===== config.mk =====
export PLATFORM = sky130hd
export DESIGN_NAME = cmts_switch
export DESIGN_NICKNAME = d
export VERILOG_FILES = /design/src/logic/cmts_pkg.sv /design/src/logic/cmts_dec_if.sv /design/src/logic/cmts_sync.sv /design/src/logic/cmts_term_decode.sv /design/src/logic/cmts_switch.sv
export VERILOG_INCLUDE_DIRS = /design/src /design/src/logic
export SDC_FILE = /design/constraint.sdc
export NUM_CORES = 1
export LEC_CHECK = 0
export BUFFER_PORTS_ARGS = -buffer_cell sky130_fd_sc_hd__buf_4
export CORE_MARGIN = 2
export CORE_UTILIZATION = 31
export CTS_BUF_LIST = sky130_fd_sc_hd__clkbuf_8
export DETAILED_ROUTE_END_ITERATION = 7
export HOLD_SLACK_MARGIN = 0.15
export SYNTH_ARGS = -nofsm -noshare
export SYNTH_HDL_FRONTEND = slang
export SYNTH_SLANG_ARGS = --single-unit
export TNS_END_PERCENT = 100

===== constraint.sdc =====
create_clock -name mclk -period 6.4 [get_ports mclk]
set_input_delay 0.96 -clock mclk [delete_from_list [all_inputs] [get_ports mclk]]
set_output_delay 0.96 -clock mclk [all_outputs]
set_load 0.02 [all_outputs]

===== src/logic/cmts_defines.svh =====
// Purpose: constants of the control-mode and terminal-role switch
// Assumes: parameter values are held as 16-bit integers
// Notes: every offset is a byte address on the AXI4-Lite register port
// Function
// - methods 12 and 2: mode select off gives speed, on gives torque.
// - speed/torque switching is allowed at any time, stopped or running.
// - encoder vector method 4 toggles speed/position, method 5 torque/position.
// - while running, defer switches involving position until frequency reaches threshold.
// - analog terminal roles follow the active control mode.
// - methods 12/2, aux 0: speed auxiliary in speed, speed-limit auxiliary in torque.
// - setting 1 gives flux command in both modes, only under encoder vector.
// - aux 3: torque command in torque mode when torque-command source is 0.
// - aux 4: torque limit outside torque (source 1), torque command in torque (source 0).
// - aux 5: forward/reverse speed limit in torque when limit select is 2.
// - aux 2: regenerative torque limit outside torque mode when limit source 1.
// - method 4: aux 0 speed auxiliary, aux 6 torque bias, both speed only.
// - method 5: off is position, on is torque; aux 0 auxiliary in torque.
// - terminal 4 at 0: speed command or limit, only while its enable is on.
// - terminal 4 at 4, limit source 1: torque limit outside torque mode.
// - 9999, and aux 6 outside method 4, give no function.
// - second-function select swaps in the second motor control method.
`ifndef CMTS_DEFINES_SVH
`define CMTS_DEFINES_SVH

`define CMTS_OFF_METHOD1 8'h00
`define CMTS_OFF_METHOD2 8'h04
`define CMTS_OFF_AUXFUNC 8'h08
`define CMTS_OFF_T4FUNC 8'h0C
`define CMTS_OFF_SRCSEL 8'h10
`define CMTS_OFF_LOWSPD 8'h14
`define CMTS_OFF_STATUS 8'h18

`define CMTS_RST_METHOD1 16'h0014
`define CMTS_RST_METHOD2 16'h270F
`define CMTS_RST_AUXFUNC 16'h0000
`define CMTS_RST_T4FUNC 16'h0000
`define CMTS_RST_SRCSEL 16'h0000
`define CMTS_RST_LOWSPD 16'h0096

`define CMTS_SRC_TL_LSB 0
`define CMTS_SRC_TC_LSB 4
`define CMTS_SRC_SL_LSB 8

`define CMTS_ST_MODE_LSB 0
`define CMTS_ST_AUX_LSB 4
`define CMTS_ST_T4_LSB 8
`define CMTS_ST_PEND_BIT 12
`define CMTS_ST_SECOND_BIT 13

`define CMTS_M_SPEED 16'h0000
`define CMTS_M_TORQUE 16'h0001
`define CMTS_M_SPDTRQ 16'h0002
`define CMTS_M_POS 16'h0003
`define CMTS_M_SPDPOS 16'h0004
`define CMTS_M_POSTRQ 16'h0005
`define CMTS_M_SL_SPEED 16'h000A
`define CMTS_M_SL_TORQUE 16'h000B
`define CMTS_M_SL_SPDTRQ 16'h000C

`define CMTS_F_0 16'h0000
`define CMTS_F_1 16'h0001
`define CMTS_F_2 16'h0002
`define CMTS_F_3 16'h0003
`define CMTS_F_4 16'h0004
`define CMTS_F_5 16'h0005
`define CMTS_F_6 16'h0006
`define CMTS_SRC_PARAM1 4'h1
`define CMTS_SRC_ZERO 4'h0
`define CMTS_SL_FWDREV 4'h2

`endif


===== src/logic/cmts_pkg.sv =====
// Purpose: types of the control-mode and terminal-role switch
// Assumes: nothing beyond the defines header
// Notes: binary codes are visible in the status register
package cmts_pkg;

  typedef enum logic [1:0] {
    CMTS_SPEED = 2'h0,
    CMTS_TORQUE = 2'h1,
    CMTS_POSITION = 2'h2
  } cmts_mode_type;

  typedef enum logic [3:0] {
    CMTS_R_NONE = 4'h0,
    CMTS_R_SPD_AUX = 4'h1,
    CMTS_R_SPDLIM_AUX = 4'h2,
    CMTS_R_FLUX = 4'h3,
    CMTS_R_REGEN_TL = 4'h4,
    CMTS_R_TRQ_CMD = 4'h5,
    CMTS_R_TRQ_LIM = 4'h6,
    CMTS_R_FWDREV_LIM = 4'h7,
    CMTS_R_TRQ_BIAS = 4'h8,
    CMTS_R_SPD_CMD = 4'h9,
    CMTS_R_SPD_LIM = 4'hA
  } cmts_role_type;

endpackage


===== src/logic/cmts_dec_if.sv =====
// Purpose: carries decode inputs and the resulting role of one terminal
// Assumes: one instance per analog terminal
// Notes: plain wires, no clocking
`timescale 1ns/1ps
`default_nettype none
interface cmts_dec_if;
  import cmts_pkg::*;
  logic [15:0] func;
  logic [15:0] method;
  cmts_mode_type mode;
  logic [3:0] tlSrc;
  logic [3:0] tcSrc;
  logic [3:0] slSel;
  logic t4En;
  cmts_role_type role;
  modport ctl (output func, method, mode, tlSrc, tcSrc, slSel, t4En, input role);
  modport dec (input func, method, mode, tlSrc, tcSrc, slSel, t4En, output role);
endinterface
`default_nettype wire


===== src/logic/cmts_sync.sv =====
// Purpose: two-flop synchroniser for asynchronous pin levels
// Assumes: inputs are slow levels
// Notes: only the second stage is visible outside
`timescale 1ns/1ps
`default_nettype none
module cmts_sync #(parameter int WIDTH = 1) (
  input wire logic mclk, // clock
  input wire logic nrst, // async reset, low
  input wire logic [WIDTH-1:0] din, // pin levels
  output logic [WIDTH-1:0] dout // synchronised levels
);
  logic [WIDTH-1:0] stage1_ff;
  logic [WIDTH-1:0] stage2_ff;
  always_ff @(posedge mclk or negedge nrst) begin
    if (!nrst) begin
      stage1_ff <= '0;
      stage2_ff <= '0;
    end else begin
      stage1_ff <= din;
      stage2_ff <= stage1_ff;
    end
  end
  assign dout = stage2_ff;
endmodule
`default_nettype wire


===== src/logic/cmts_term_decode.sv =====
// Purpose: role of one analog terminal for a function setting and mode
// Assumes: mode is the mode about to become active
// Notes: IS_AUX selects the auxiliary-terminal table, else terminal 4
`timescale 1ns/1ps
`default_nettype none
`include "cmts_defines.svh"
module cmts_term_decode import cmts_pkg::*; #(parameter bit IS_AUX = 1'b1) (
  cmts_dec_if.dec io // decode inputs and role
);
  wire encVector = (io.method <= `CMTS_M_POSTRQ);
  wire isSpeed = (io.mode == CMTS_SPEED);
  wire isTorque = (io.mode == CMTS_TORQUE);
  wire tlParam = (io.tlSrc == `CMTS_SRC_PARAM1);
  wire tcZero = (io.tcSrc == `CMTS_SRC_ZERO);
  wire m4 = (io.method == `CMTS_M_SPDPOS);
  wire m5 = (io.method == `CMTS_M_POSTRQ);
  always_comb begin
    io.role = CMTS_R_NONE;
    if (IS_AUX) begin
      case (io.func)
        `CMTS_F_0: begin
          if (m4) io.role = isSpeed ? CMTS_R_SPD_AUX : CMTS_R_NONE;
          else if (m5) io.role = isTorque ? CMTS_R_SPD_AUX : CMTS_R_NONE;
          else if (isSpeed) io.role = CMTS_R_SPD_AUX;
          else if (isTorque) io.role = CMTS_R_SPDLIM_AUX;
        end
        `CMTS_F_1: io.role = encVector ? CMTS_R_FLUX : CMTS_R_NONE;
        `CMTS_F_2: if (!isTorque && tlParam) io.role = CMTS_R_REGEN_TL;
        `CMTS_F_3: if (isTorque && tcZero) io.role = CMTS_R_TRQ_CMD;
        `CMTS_F_4: begin
          if (!isTorque && tlParam) io.role = CMTS_R_TRQ_LIM;
          else if (isTorque && tcZero) io.role = CMTS_R_TRQ_CMD;
        end
        `CMTS_F_5: if (isTorque && io.slSel == `CMTS_SL_FWDREV) io.role = CMTS_R_FWDREV_LIM;
        `CMTS_F_6: if (m4 && isSpeed) io.role = CMTS_R_TRQ_BIAS;
        default: io.role = CMTS_R_NONE;
      endcase
    end else begin
      case (io.func)
        `CMTS_F_0: begin
          if (io.t4En && isSpeed) io.role = CMTS_R_SPD_CMD;
          else if (io.t4En && isTorque) io.role = CMTS_R_SPD_LIM;
        end
        `CMTS_F_1: io.role = encVector ? CMTS_R_FLUX : CMTS_R_NONE;
        `CMTS_F_4: if (!isTorque && tlParam) io.role = CMTS_R_TRQ_LIM;
        default: io.role = CMTS_R_NONE;
      endcase
    end
  end
endmodule
`default_nettype wire


===== src/logic/cmts_switch.sv =====
// Purpose: selects speed, torque or position control and terminal roles
// Assumes: outFreq and motorRunning come from drive logic on mclk
// Notes: parameters are written over AXI4-Lite; status is read-only
//
// Decided for this implementation: the AXI4-Lite slave port and the address map.
`timescale 1ns/1ps
`default_nettype none
`include "cmts_defines.svh"
module cmts_switch import cmts_pkg::*; (
  input wire logic mclk, // 100 MHz clock
  input wire logic nrst, // async reset, low
  input wire logic modeSelIn, // mode select pin
  input wire logic term4EnIn, // terminal 4 enable pin
  input wire logic secondFuncIn, // second function select pin
  input wire logic motorRunning, // drive is running
  input wire logic [15:0] outFreq, // output frequency
  output logic [1:0] activeMode, // active control mode
  output logic [3:0] auxRole, // aux terminal role
  output logic [3:0] term4Role, // terminal 4 role
  output logic switchPending, // position switch deferred
  input wire logic [7:0] s_axi_awaddr, // write address
  input wire logic s_axi_awvalid, // write address valid
  output logic s_axi_awready, // write address ready
  input wire logic [31:0] s_axi_wdata, // write data
  input wire logic [3:0] s_axi_wstrb, // write strobes
  input wire logic s_axi_wvalid, // write data valid
  output logic s_axi_wready, // write data ready
  output logic [1:0] s_axi_bresp, // write response
  output logic s_axi_bvalid, // write response valid
  input wire logic s_axi_bready, // write response ready
  input wire logic [7:0] s_axi_araddr, // read address
  input wire logic s_axi_arvalid, // read address valid
  output logic s_axi_arready, // read address ready
  output logic [31:0] s_axi_rdata, // read data
  output logic [1:0] s_axi_rresp, // read response
  output logic s_axi_rvalid, // read valid
  input wire logic s_axi_rready // read response ready
);

  localparam logic [1:0] RESP_OKAY = 2'h0;
  localparam logic [1:0] RESP_SLVERR = 2'h2;

  // parameter registers
  logic [15:0] method1_ff;
  logic [15:0] method2_ff;
  logic [15:0] auxFunc_ff;
  logic [15:0] t4Func_ff;
  logic [15:0] srcSel_ff;
  logic [15:0] lowSpd_ff;

  // write channel state
  logic awHeld_ff;
  logic wHeld_ff;
  logic [7:0] awAddr_ff;
  logic [31:0] wData_ff;
  logic [3:0] wStrb_ff;
  logic bvalid_ff;
  logic [1:0] bresp_ff;

  // read channel state
  logic rvalid_ff;
  logic [31:0] rdata_ff;
  logic [1:0] rresp_ff;

  // control state
  cmts_mode_type mode_ff;
  cmts_role_type auxRole_ff;
  cmts_role_type t4Role_ff;
  logic pending_ff;

  // pins pass two flops before use
  logic [2:0] pinSync;
  cmts_sync #(.WIDTH(3)) u_sync (
    .mclk(mclk),
    .nrst(nrst),
    .din({secondFuncIn, term4EnIn, modeSelIn}),
    .dout(pinSync)
  );
  wire modeSel = pinSync[0];
  wire term4En = pinSync[1];
  wire secondSel = pinSync[2];

  // ---------------- mode selection ----------------
  wire [15:0] effMethod = secondSel ? method2_ff : method1_ff;

  cmts_mode_type reqMode;
  always_comb begin
    reqMode = CMTS_SPEED;
    case (effMethod)
      `CMTS_M_SPEED: reqMode = CMTS_SPEED;
      `CMTS_M_SL_SPEED: reqMode = CMTS_SPEED;
      `CMTS_M_TORQUE: reqMode = CMTS_TORQUE;
      `CMTS_M_SL_TORQUE: reqMode = CMTS_TORQUE;
      `CMTS_M_POS: reqMode = CMTS_POSITION;
      `CMTS_M_SPDTRQ: reqMode = modeSel ? CMTS_TORQUE : CMTS_SPEED;
      `CMTS_M_SL_SPDTRQ: reqMode = modeSel ? CMTS_TORQUE : CMTS_SPEED;
      `CMTS_M_SPDPOS: reqMode = modeSel ? CMTS_POSITION : CMTS_SPEED;
      `CMTS_M_POSTRQ: reqMode = modeSel ? CMTS_TORQUE : CMTS_POSITION;
      default: reqMode = CMTS_SPEED;
    endcase
  end

  // speed/torque swaps never wait; only position entry or exit does
  wire posInvolved = (reqMode == CMTS_POSITION) != (mode_ff == CMTS_POSITION);
  wire aboveLow = outFreq > lowSpd_ff;
  wire deferSwitch = posInvolved && motorRunning && aboveLow;
  wire cmts_mode_type nxt_mode = deferSwitch ? mode_ff : reqMode;

  // ---------------- terminal role decode ----------------
  wire [3:0] tlSrc = srcSel_ff[`CMTS_SRC_TL_LSB +: 4];
  wire [3:0] tcSrc = srcSel_ff[`CMTS_SRC_TC_LSB +: 4];
  wire [3:0] slSel = srcSel_ff[`CMTS_SRC_SL_LSB +: 4];

  cmts_dec_if auxIf ();
  cmts_dec_if t4If ();

  // decode on the next mode so roles and mode move on one edge
  assign auxIf.func = auxFunc_ff;
  assign auxIf.method = effMethod;
  assign auxIf.mode = nxt_mode;
  assign auxIf.tlSrc = tlSrc;
  assign auxIf.tcSrc = tcSrc;
  assign auxIf.slSel = slSel;
  assign auxIf.t4En = term4En;

  assign t4If.func = t4Func_ff;
  assign t4If.method = effMethod;
  assign t4If.mode = nxt_mode;
  assign t4If.tlSrc = tlSrc;
  assign t4If.tcSrc = tcSrc;
  assign t4If.slSel = slSel;
  assign t4If.t4En = term4En;

  cmts_term_decode #(.IS_AUX(1'b1)) u_aux_dec (
    .io(auxIf)
  );

  cmts_term_decode #(.IS_AUX(1'b0)) u_t4_dec (
    .io(t4If)
  );

  always_ff @(posedge mclk or negedge nrst) begin
    if (!nrst) begin
      mode_ff <= CMTS_SPEED;
      auxRole_ff <= CMTS_R_NONE;
      t4Role_ff <= CMTS_R_NONE;
      pending_ff <= 1'b0;
    end else begin
      mode_ff <= nxt_mode;
      auxRole_ff <= auxIf.role;
      t4Role_ff <= t4If.role;
      pending_ff <= deferSwitch;
    end
  end

  assign activeMode = mode_ff;
  assign auxRole = auxRole_ff;
  assign term4Role = t4Role_ff;
  assign switchPending = pending_ff;

  // ---------------- AXI4-Lite write ----------------
  // address and data are taken in either order, one write at a time
  wire awTake = s_axi_awvalid && s_axi_awready;
  wire wTake = s_axi_wvalid && s_axi_wready;
  wire wrHaveAddr = awHeld_ff || awTake;
  wire wrHaveData = wHeld_ff || wTake;
  wire [7:0] wrAddr = awHeld_ff ? awAddr_ff : s_axi_awaddr;
  wire [31:0] wrData = wHeld_ff ? wData_ff : s_axi_wdata;
  wire [3:0] wrStrb = wHeld_ff ? wStrb_ff : s_axi_wstrb;
  wire wrFire = wrHaveAddr && wrHaveData && !bvalid_ff;

  assign s_axi_awready = !awHeld_ff && !bvalid_ff;
  assign s_axi_wready = !wHeld_ff && !bvalid_ff;

  wire selM1 = wrAddr == `CMTS_OFF_METHOD1;
  wire selM2 = wrAddr == `CMTS_OFF_METHOD2;
  wire selAux = wrAddr == `CMTS_OFF_AUXFUNC;
  wire selT4 = wrAddr == `CMTS_OFF_T4FUNC;
  wire selSrc = wrAddr == `CMTS_OFF_SRCSEL;
  wire selLow = wrAddr == `CMTS_OFF_LOWSPD;
  wire selSt = wrAddr == `CMTS_OFF_STATUS;
  wire wrMapped = selM1 || selM2 || selAux || selT4 || selSrc || selLow || selSt;

  // upper lanes hold no bits, so only lanes 0 and 1 matter
  function automatic logic [15:0] merge(input logic [15:0] cur, input logic [31:0] d,
                                        input logic [3:0] s);
    logic [15:0] r;
    r = cur;
    if (s[0]) r[7:0] = d[7:0];
    if (s[1]) r[15:8] = d[15:8];
    return r;
  endfunction

  wire [15:0] nxt_method1 = (wrFire && selM1) ? merge(method1_ff, wrData, wrStrb) : method1_ff;
  wire [15:0] nxt_method2 = (wrFire && selM2) ? merge(method2_ff, wrData, wrStrb) : method2_ff;
  wire [15:0] nxt_auxFunc = (wrFire && selAux) ? merge(auxFunc_ff, wrData, wrStrb) : auxFunc_ff;
  wire [15:0] nxt_t4Func = (wrFire && selT4) ? merge(t4Func_ff, wrData, wrStrb) : t4Func_ff;
  wire [15:0] nxt_srcSel = (wrFire && selSrc) ? merge(srcSel_ff, wrData, wrStrb) : srcSel_ff;
  wire [15:0] nxt_lowSpd = (wrFire && selLow) ? merge(lowSpd_ff, wrData, wrStrb) : lowSpd_ff;

  always_ff @(posedge mclk or negedge nrst) begin
    if (!nrst) begin
      method1_ff <= `CMTS_RST_METHOD1;
      method2_ff <= `CMTS_RST_METHOD2;
      auxFunc_ff <= `CMTS_RST_AUXFUNC;
      t4Func_ff <= `CMTS_RST_T4FUNC;
      srcSel_ff <= `CMTS_RST_SRCSEL;
      lowSpd_ff <= `CMTS_RST_LOWSPD;
    end else begin
      method1_ff <= nxt_method1;
      method2_ff <= nxt_method2;
      auxFunc_ff <= nxt_auxFunc;
      t4Func_ff <= nxt_t4Func;
      srcSel_ff <= nxt_srcSel;
      lowSpd_ff <= nxt_lowSpd;
    end
  end

  always_ff @(posedge mclk or negedge nrst) begin
    if (!nrst) begin
      awHeld_ff <= 1'b0;
      awAddr_ff <= 8'h00;
    end else if (wrFire) begin
      awHeld_ff <= 1'b0;
    end else if (awTake) begin
      awHeld_ff <= 1'b1;
      awAddr_ff <= s_axi_awaddr;
    end
  end

  always_ff @(posedge mclk or negedge nrst) begin
    if (!nrst) begin
      wHeld_ff <= 1'b0;
      wData_ff <= 32'h00000000;
      wStrb_ff <= 4'h0;
    end else if (wrFire) begin
      wHeld_ff <= 1'b0;
    end else if (wTake) begin
      wHeld_ff <= 1'b1;
      wData_ff <= s_axi_wdata;
      wStrb_ff <= s_axi_wstrb;
    end
  end

  // status writes are dropped silently but still answered OKAY
  always_ff @(posedge mclk or negedge nrst) begin
    if (!nrst) begin
      bvalid_ff <= 1'b0;
      bresp_ff <= RESP_OKAY;
    end else if (wrFire) begin
      bvalid_ff <= 1'b1;
      bresp_ff <= wrMapped ? RESP_OKAY : RESP_SLVERR;
    end else if (s_axi_bready) begin
      bvalid_ff <= 1'b0;
    end
  end

  assign s_axi_bvalid = bvalid_ff;
  assign s_axi_bresp = bresp_ff;

  // ---------------- AXI4-Lite read ----------------
  wire arTake = s_axi_arvalid && s_axi_arready;
  assign s_axi_arready = !rvalid_ff;

  logic [31:0] statusWord;
  always_comb begin
    statusWord = 32'h00000000;
    statusWord[`CMTS_ST_MODE_LSB +: 2] = mode_ff;
    statusWord[`CMTS_ST_AUX_LSB +: 4] = auxRole_ff;
    statusWord[`CMTS_ST_T4_LSB +: 4] = t4Role_ff;
    statusWord[`CMTS_ST_PEND_BIT] = pending_ff;
    statusWord[`CMTS_ST_SECOND_BIT] = secondSel;
  end

  logic [31:0] rdMux;
  logic rdMapped;
  always_comb begin
    rdMux = 32'h00000000;
    rdMapped = 1'b1;
    case (s_axi_araddr)
      `CMTS_OFF_METHOD1: rdMux = {16'h0000, method1_ff};
      `CMTS_OFF_METHOD2: rdMux = {16'h0000, method2_ff};
      `CMTS_OFF_AUXFUNC: rdMux = {16'h0000, auxFunc_ff};
      `CMTS_OFF_T4FUNC: rdMux = {16'h0000, t4Func_ff};
      `CMTS_OFF_SRCSEL: rdMux = {16'h0000, srcSel_ff};
      `CMTS_OFF_LOWSPD: rdMux = {16'h0000, lowSpd_ff};
      `CMTS_OFF_STATUS: rdMux = statusWord;
      default: rdMapped = 1'b0;
    endcase
  end

  always_ff @(posedge mclk or negedge nrst) begin
    if (!nrst) begin
      rvalid_ff <= 1'b0;
      rdata_ff <= 32'h00000000;
      rresp_ff <= RESP_OKAY;
    end else if (arTake) begin
      rvalid_ff <= 1'b1;
      rdata_ff <= rdMux;
      rresp_ff <= rdMapped ? RESP_OKAY : RESP_SLVERR;
    end else if (s_axi_rready) begin
      rvalid_ff <= 1'b0;
    end
  end

  assign s_axi_rvalid = rvalid_ff;
  assign s_axi_rdata = rdata_ff;
  assign s_axi_rresp = rresp_ff;

endmodule
`default_nettype wire


==> flow_metrics.tcl, run 1 <==
set metrics [dict create \
    crit_arrival_ns 3.47 \
    postLayoutCellArea_um2 9590 \
    p_int_mw 2.05 \
    grt_max_degree 107 \
    setup-violations-final 0 \
    coreArea_um2 26000 \
    cts_tree "built" \
    setup_tns_ns 0 \
    dpl_cell_area_um2 9170 \
    fin_util_pct 36.9 \
    yosysWarnings 0 \
    reg2reg_depth 10 \
    layout-drive-gt1-share_pct 38.7 \
    hold_violations 0 \
    clock_latency_ns 0.46 \
    avgRoutedWirePerCell_um 19.8 \
    power.switching_mw 1.10 \
    die_y_um 167 \
    grt_pass1_wl_um 34800 \
    reg2reg_slack_ns 3.35 \
    drtAntennaViolNets 0 \
    vias 5929 \
    ys.flop_type "dfrtp_1" \
    post_cts_buffers 0 \
    critPathMaxStageDelay_ns 0.51 \
    dpl.hpwl_um 16200 \
    cts_hold_buf 0 \
    dieArea_um2 27700 \
    skew_ns 0.0174 \
    crit_chain "buf_4 > ha_1 > a21oi_1 > o21ai_0 > a221oi_1 > a31oi_1 > a31oi_1 > o211ai_2 > o32a_1 > o21ai_1" \
    power_switching_share_pct 34.9 \
    root_buffer "clkbuf_8" \
    synth_common_cells "dfrtp_1 (147), mux2_2 (122), nand2_1 (39), a22oi_1 (32), nor2_1 (28)" \
    status "completed" \
    drv_slew 0 \
    die_width_um 167 \
    ys_top_cells_by_area "dfrtp_1 (45%), mux2_2 (17%), dfstp_2 (4.5%)" \
    initial_core_util_pct 31.5 \
    min_path_cells 0 \
    rsz0062_at_grt "false" \
    netlist_area_um2 8190 \
    firstDrtPassIters 6 \
    slowest_stage "a221oi_1" \
    crit_path_end "auxRole[0]" \
    io_pins 131 \
    synthDistinctLibCells 75 \
    clkPwrFrac_pct 25.5 \
    drt_iter0_markers 551 \
    fin_crit_sh_pct 48.2 \
    dp_cells 1091 \
    yosys.area.top_type "dfrtp_1" \
    overflow 0 \
    syn2layout_area_growth_pct 17.1 \
    numCtsBuffers 17 \
    syn_inst 683 \
    holdCritPathClass "flop to flop" \
    pwr-share-comb_pct 29.3 \
    r2r_start "lowSpd_ff[7]" \
    max-slew-margin-rel_pct 28.5 \
    max_freq_mhz 324 \
    crit_top_cell "a31oi_1" \
    cts.sinks 161 \
    viasPerCell 5.28 \
    layout_min_cycle_time_ns 3.09 \
    drv_cap 0 \
    p_seq_share_pct 45.2 \
    cp.required_ns 6.79 \
    async_flop_share_pct 100 \
    synth_area_per_cell_um2 12.0 \
    grt_pass1_vias 5830 \
    crit_path_start "outFreq[7]" \
    fill_cells 2574 \
    yosysMostFrequentCell "dfrtp_1" \
    instances_no_fill 1123 \
    r2r-end "auxRole[0]" \
    worstPathMaxFanout 5 \
    io_buffers 94 \
    yosysTopAreaCellShare_pct 44.9 \
    worst_slack_ns 3.31 \
    dp_slack_ns 2.88 \
    synth-edff-count 0 \
    ys_seq_area_share_pct 49.4 \
    insertedDiodeCount 0 \
    nets 870 \
    p_per_area_nw_per_um2 328 \
    ctsLongestPathBuffers 2 \
    num_rows 59 \
    drc 0 \
    power.leakage_nw 4.44 \
    place_congestion 0.870 \
    wl_um 22200 \
    htreeDepth 4 \
    path_clk_slew_ns 0.09 \
    startpoint_type "input pin" \
    endpoint_kind "flop" \
    antenna_found_initial 0 \
    ys_ff_latch 161 \
    worst_pin_slew_ns 1.07 \
    hold_path_startpoint "u_sync.stage1_ff[2]" \
    track_usage_pct 16.2 \
    path_class "input pin to flop" \
    worst_ir_drop_vdd_mv 0.237 \
    ctsResizeCount 0 \
]
power groups by stage:
stage	clock (mW)	combinational (mW)	sequential (mW)
2_1_floorplan	0	0.667	1.37
3_3_place_gp	0	0.907	1.43
3_5_place_dp	0	0.920	1.44
4_1_cts	0.822	0.924	1.42
5_1_grt	0.860	1.01	1.45
6_report	0.801	0.920	1.42
per-layer routing:
layer,global-route usage (%),routed length (um)
met4,4.84,456
met3,4.18,1500
met5,0,0
met2,23.8,9690
met1,23.4,10600
state kept, by name, indices dropped and copies added, names as in the netlist:
signal            flops
wData_ff             16
s_axi_rresp           1
wHeld_ff              1
term4Role             4
u_sync.dout           3
srcSel_ff            16
method1_ff           16
awHeld_ff             1
activeMode            2
lowSpd_ff            16
switchPending         1
auxFunc_ff           16
auxRole               4
wStrb_ff              2
s_axi_bresp           1
u_sync.stage1_ff      3
method2_ff           16
s_axi_bvalid          1
s_axi_rdata          16
s_axi_rvalid          1
t4Func_ff            16
awAddr_ff             8
cell usage in the layout, fill, tap and decap left out, types with 3 or more instances in the layout:
master,Yosys,layout
a21o_1,13,13
a21oi_1,10,10
a221oi_1,5,5
a222oi_1,12,12
a22oi_1,32,32
a31oi_1,15,15
and3_1,6,6
buf_4,19,100
bufinv_16,0,3
clkbuf_8,0,19
clkinv_4,0,4
conb_1,1,18
dfrtp_1,147,147
dfstp_2,14,14
ha_1,16,16
inv_1,23,24
mux2_1,7,7
mux2_2,122,122
mux2i_1,5,5
nand2_1,39,39
nand2b_1,4,4
nand3_1,10,10
nand4_1,9,9
nand4_2,3,3
nor2_1,28,28
nor2_2,4,4
nor2b_1,4,4
nor3_1,9,9
nor3_4,4,4
nor4_1,10,10
nor4_2,4,4
nor4b_1,3,3
o2111ai_1,4,4
o211ai_1,3,3
o21ai_0,25,25
xor2_1,3,3
critical path: cells and delay by family:
family / cells / cell delay (ns)
adders and majority gates: 1 / 0.31
AOI/OAI and AO/OA: 8 / 2.07
buffers and inverters: 1 / 0.12
cell type report:
| cell class | count | area, um^2 | area share [%] |
|---|---|---|---|
| Clock buffer | 19 | 262 | 2.73 |
| Clock inverter | 13 | 163 | 1.70 |
| Inverter | 24 | 90.1 | 0.939 |
| Multi-Input combinational cell | 470 | 3850 | 40.1 |
| Sequential cell | 161 | 4050 | 42.2 |
| Tap cell | 335 | 419 | 4.37 |
| Timing Repair Buffer | 101 | 762 | 7.95 |
worst min path at each step:
stage and end:
3_5_place_dp u_sync.dout[2], 3_3_place_gp u_sync.dout[0], 2_1_floorplan u_sync.dout[0], 4_1_cts u_sync.dout[2], 5_1_grt u_sync.dout[0], 6_report u_sync.dout[2]
cell families (layout without fill, tap and decap cells):
group | count (synthesis) | after routing | synth area share (%)
simple gates | 151 | 151 | 10.8
compound gates | 144 | 144 | 13.4
mux | 136 | 136 | 18.8
other cells | 1 | 18 | 0.0458
flops | 161 | 161 | 49.4
fa+ha+maj | 16 | 16 | 2.44
buf+inv | 69 | 157 | 4.40
xor+xnor | 5 | 5 | 0.764
stage by stage:
stage	power (mW)	hold WS (ns)
6_report	3.14	0.351
4_1_cts	3.16	0.355
3_3_place_gp	2.34	0.335
5_1_grt	3.32	0.358
3_5_place_dp	2.36	0.336
2_1_floorplan	2.04	0.331
No activity file was read; power rests on OpenSTA's default activity.
==> run 2: changes to the inputs <==
clock period = 2.7 ns   (was 6.4 ns; I/O delays follow)
==> run 2 against run 1 <==
Net effect:
- worst hold slack got worse by 0.17 ns
- die area unchanged
- clock power increased by 130%
- first-iteration DRC count increased by 7.3%
- critical path depth increased by 1
- critical endpoint is now term4Role[1]
==> flow_metrics.tcl, run 2 (same netlist as run 1, synthesis figures left out) <==
set metrics [dict create \
    clkPwrFrac_pct 24.5 \
    setup-violations-final 0 \
    cts_tree "built" \
    io_pins 131 \
    overflow 0 \
    wl_um 22900 \
    fill_cells 2589 \
    fin_crit_sh_pct 98.7 \
    htreeDepth 4 \
    slowest_stage "dfstp_2" \
    crit_chain "inv_4 > ha_4 > nor2b_4 > o211ai_1 > a2111o_1 > a31oi_2 > a31oi_2 > o211ai_2 > buf_4 > nand4_1 > o211ai_1" \
    rsz0062_at_grt "true" \
    endpoint_kind "flop" \
    insertedDiodeCount 0 \
    grt_max_degree 73 \
    dpl_cell_area_um2 9460 \
    num_rows 59 \
    final_common_cell "dfrtp_1" \
    holdWs_ns 0.180 \
    firstDrtPassIters 7 \
    worstPathMaxFanout 5 \
    worst_ir_drop_vdd_mv 0.385 \
    postLayoutCellArea_um2 10100 \
    die_width_um 167 \
    ctsLongestPathBuffers 2 \
    coreArea_um2 26000 \
    power_switching_share_pct 34.8 \
    dp_slack_ns -0.0265 \
    startpoint_type "flop" \
    pwr-share-comb_pct 32.3 \
    power.leakage_nw 4.68 \
    nets 919 \
    hold_violations 0 \
    die_y_um 167 \
    drt_iter0_markers 591 \
    power.switching_mw 2.67 \
    p_seq_share_pct 43.2 \
    worst_slack_ns 0.0360 \
    max_freq_mhz 375 \
    grt_pass1_vias 6094 \
    drv_slew 0 \
    path_clk_slew_ns 0.09 \
    clock_latency_ns 0.46 \
    numCtsBuffers 17 \
    cp.required_ns 3.07 \
    status "completed" \
    initial_core_util_pct 31.5 \
    cts.sinks 161 \
    fin_util_pct 38.8 \
    layout_common_cells "dfrtp_1 (146), buf_4 (141), mux2_2 (122)" \
    crit_arrival_ns 3.04 \
    syn2layout_area_growth_pct 23.0 \
    holdCritPathClass "input pin to flop" \
    viasPerCell 5.23 \
    drv_cap 0 \
    path_class "flop to flop" \
    vias 6131 \
    p_per_area_nw_per_um2 763 \
    avgRoutedWirePerCell_um 19.5 \
    drtAntennaViolNets 0 \
    worst_pin_slew_ns 0.709 \
    io_buffers 94 \
    layout-drive-gt1-share_pct 43.0 \
    max-slew-margin-rel_pct 52.0 \
    dieArea_um2 27700 \
    root_buffer "clkbuf_8" \
    p_int_mw 5.01 \
    track_usage_pct 16.7 \
    layout_min_cycle_time_ns 2.66 \
    antenna_found_initial 0 \
    critPathMaxStageDelay_ns 0.56 \
    dpl.hpwl_um 16900 \
    grt_pass1_wl_um 36100 \
    place_congestion 0.871 \
    skew_ns 0.0165 \
    drc 0 \
]
## run 2: worst max-delay path: cells and delay by family, from the launching register on
family	cells	cell delay (ns)
AOI/OAI and AO/OA	6	1.32
DFF	1	0.56
adders and majority gates	1	0.25
and+or+nand+nor	2	0.22
buffers and inverters	2	0.21
## run 2: cell type report
type	instances	area (um^2)	share of cell area [%]
multi-input cells	470	3940	39.1
inverters	24	92.6	0.919
flip-flops and latches	161	4050	40.2
clock buffers	18	248	2.46
well taps	335	419	4.16
repair buffers	150	1160	11.5
clock inverters	14	165	1.64
## run 2: metal layers
layer / vias up / part of all wire (%) / routed length, um / global-route usage, %
met5: - / 0 / 0 / 0
met4: 0 / 1.5 / 340 / 4.54
met3: 22 / 6.0 / 1370 / 3.78
met2: 229 / 45 / 10400 / 25.6
met1: 3071 / 47 / 10800 / 23.7
li1: 2809 / - / - / -
## run 2: final timing paths
| path | slack [ns] | cells after the start | from | to |
|---|---|---|---|---|
| max | 0.04 | 11 | lowSpd_ff[1] | term4Role[1] |
| min | 0.18 | 2 | s_axi_awaddr[3] | awAddr_ff[3] |
| max in group asynchronous | 1.34 | 3 | nrst | method2_ff[7] |
| min reg2reg | 0.35 | 0 | u_sync.stage1_ff[0] | u_sync.dout[0] |
| min in group asynchronous | 0.52 | 2 | nrst | switchPending |
| max reg2reg | 0.04 | 11 | lowSpd_ff[1] | term4Role[1] |
## run 2: power groups by stage
| stage | logic [mW] | clock network (mW) | registers, mW |
|---|---|---|---|
| global route | 2.72 | 2.02 | 3.39 |
| detailed placement | 2.37 | 0 | 3.36 |
| global placement | 2.34 | 0 | 3.35 |
| finish | 2.48 | 1.88 | 3.32 |
| CTS | 2.42 | 1.93 | 3.31 |
| floorplan | 1.58 | 0 | 3.25 |
## run 2: per-stage QoR
stage,total power [mW],TNS (ns),std cells
2_1_floorplan,4.83,0,700
3_3_place_gp,5.69,-0.177,1129
3_5_place_dp,5.73,-0.0563,1129
4_1_cts,7.66,-0.00431,1170
5_1_grt,8.12,-0.418,1172
6_report,7.68,0,1172
## run 2: timing repair
action / in CTS / in global routing
setup buffers: 3 / 2
resized for setup: 7 / 12
endpoints found under the setup margin: 5 / 8
hold buffers: 6 / 0
endpoints found under the hold margin: 70 / 0
pin swaps: 8 / 8
==> run 3: changes to the inputs <==
==> constraint.sdc (replaced) <==
create_clock -name mclk -period 2.7 [get_ports mclk]
set_input_delay 0.135 -clock mclk [delete_from_list [all_inputs] [get_ports mclk]]
set_output_delay 0.135 -clock mclk [all_outputs]
set_load 0.02 [all_outputs]
==> run 3 against run 2 <==
Net effect:
- clock skew shrank 0.0015 ns
- maximum frequency grew 0.55%
- setup slack gained 0.014 ns
- worst hold slack lost 0.019 ns
- first-iteration DRC count shrank 2.9%
- register-to-register slack is essentially flat
- sequential share of layout area shrank 0.38 points
- global-route usage grew 0.32 points
- die area is the same
- clock power shrank 15%
- critical endpoint is now auxRole[0]
- largest cell class unchanged
- largest power group unchanged
- highest routed layer unchanged
==> flow_metrics.tcl, run 3 (same netlist as run 1, synthesis figures left out) <==
set metrics [dict create \
    endpoint_kind "flop" \
    pwr-share-comb_pct 33.7 \
    io_buffers 94 \
    htreeDepth 4 \
    insertedDiodeCount 0 \
    antenna_found_initial 0 \
    status "completed" \
    firstDrtPassIters 6 \
    holdCritPathClass "input pin to flop" \
    p_per_area_nw_per_um2 730 \
    drc 0 \
    reg2reg_depth 10 \
    layout_common_cells "dfrtp_1 (146), buf_4 (128), mux2_2 (122)" \
    ctsLongestPathBuffers 2 \
    worstPathMaxFanout 5 \
    place_congestion 0.853 \
    clock_latency_ns 0.45 \
    max-slew-margin-rel_pct 44.7 \
    num_rows 59 \
    postLayoutCellArea_um2 10200 \
    grt_pass1_wl_um 36500 \
    holdWs_ns 0.162 \
    dieArea_um2 27700 \
    overflow 0 \
    numCtsBuffers 17 \
    layout_min_cycle_time_ns 2.65 \
    coreArea_um2 26000 \
    dpl_cell_area_um2 9390 \
    power_switching_share_pct 36.5 \
    power.leakage_nw 4.71 \
    cts.sinks 161 \
    die_y_um 167 \
    die_width_um 167 \
    fin_crit_sh_pct 98.1 \
    reg2reg_slack_ns 0.05 \
    layout-drive-gt1-share_pct 40.2 \
    drt_iter0_markers 574 \
    dp_cells 1119 \
    nets 935 \
    drv_cap 0 \
    track_usage_pct 17.0 \
    fill_cells 2556 \
    worst_slack_ns 0.0505 \
    power_mw 7.42 \
    cts_tree "built" \
    worst_pin_slew_ns 0.817 \
    power.switching_mw 2.71 \
    crit_arrival_ns 3.04 \
    p_int_mw 4.71 \
    hold_path_startpoint "s_axi_arvalid" \
    syn2layout_area_growth_pct 24.1 \
    path_clk_slew_ns 0.09 \
    critPathMaxStageDelay_ns 0.55 \
    instances_no_fill 1188 \
    initial_core_util_pct 31.5 \
    root_buffer "clkbuf_8" \
    max_freq_mhz 377 \
    fin_util_pct 39.1 \
    wl_um 23400 \
    drtAntennaViolNets 0 \
    rsz0062_at_grt "true" \
    startpoint_type "flop" \
    avgRoutedWirePerCell_um 19.7 \
    r2r_start "lowSpd_ff[1]" \
    min_path_cells 4 \
    grt_pass1_vias 6164 \
    path_class "flop to flop" \
    crit_chain "inv_2 > ha_4 > nor2b_4 > o211ai_1 > a2111o_1 > and3_4 > o31ai_4 > o211ai_2 > o32a_1 > o21ai_1" \
    cp.required_ns 3.09 \
    vias 6183 \
    hold_violations 0 \
    r2r-end "auxRole[0]" \
    dp_slack_ns 0.0157 \
    drv_slew 0 \
    setup-violations-final 0 \
    p_seq_share_pct 44.7 \
    dpl.hpwl_um 17200 \
    worst_ir_drop_vdd_mv 0.409 \
    final_common_cell "dfrtp_1" \
    io_pins 131 \
    skew_ns 0.0150 \
    setup_tns_ns 0 \
    viasPerCell 5.20 \
    min_to "s_axi_rvalid" \
    grt_max_degree 75 \
    clkPwrFrac_pct 21.6 \
    slowest_stage "dfstp_2" \
]
-- run 3: layer usage --
layer / vias to the layer above / GRT usage [%] / part of all wire [%]
met1: 3082 / 23.9 / 47
met3: 27 / 4.52 / 6.8
li1: 2843 / - / -
met2: 231 / 25.7 / 44
met4: 0 / 5.28 / 2.2
met5: - / 0 / 0
-- run 3: power groups by stage --
stage          sequential, mW  clock [mW]  combinational [mW]
6_report                 3.32        1.60                2.50
3_5_place_dp             3.36           0                2.37
5_1_grt                  3.39        1.75                2.71
4_1_cts                  3.32        1.64                2.44
3_3_place_gp             3.34           0                2.33
2_1_floorplan            3.25           0                1.58
-- run 3: worst max-delay path by stage --
stage | from | end | slack [ns] | cells after the start
after floorplan | lowSpd_ff[1] | auxRole[0] | 0.22 | 10
after global placement | lowSpd_ff[7] | auxRole[0] | 0.05 | 10
after detailed placement | lowSpd_ff[7] | term4Role[1] | 0.02 | 10
after CTS | lowSpd_ff[7] | term4Role[1] | 0.001 | 10
after global routing | lowSpd_ff[1] | auxRole[0] | -0.12 | 10
final | lowSpd_ff[1] | auxRole[0] | 0.05 | 10
-- run 3: worst max-delay path: cells and delay by family, from the launching register on --
| kind | cells | cell delay (ns) |
|---|---|---|
| compound gates | 6 | 1.42 |
| fa+ha+maj | 1 | 0.26 |
| buf+inv | 1 | 0.06 |
| flops | 1 | 0.55 |
| simple gates | 2 | 0.30 |
-- run 3: final cells by class --
type | instances | area (um^2) | share of cell area, %
clock inverters | 15 | 109 | 1.07
flip-flops and latches | 161 | 4050 | 39.8
inverters | 24 | 90.1 | 0.886
clock buffers | 17 | 234 | 2.30
well taps | 335 | 419 | 4.12
repair buffers | 166 | 1350 | 13.3
multi-input cells | 470 | 3920 | 38.5
-- run 3: repair_timing --
| action | CTS | global route |
|---|---|---|
| endpoints found under the hold margin | 121 | 0 |
| endpoints found under the setup margin | 0 | 8 |
| resized for setup | 0 | 12 |
| hold buffers | 36 | 0 |
| buffers inserted | 0 | 1 |
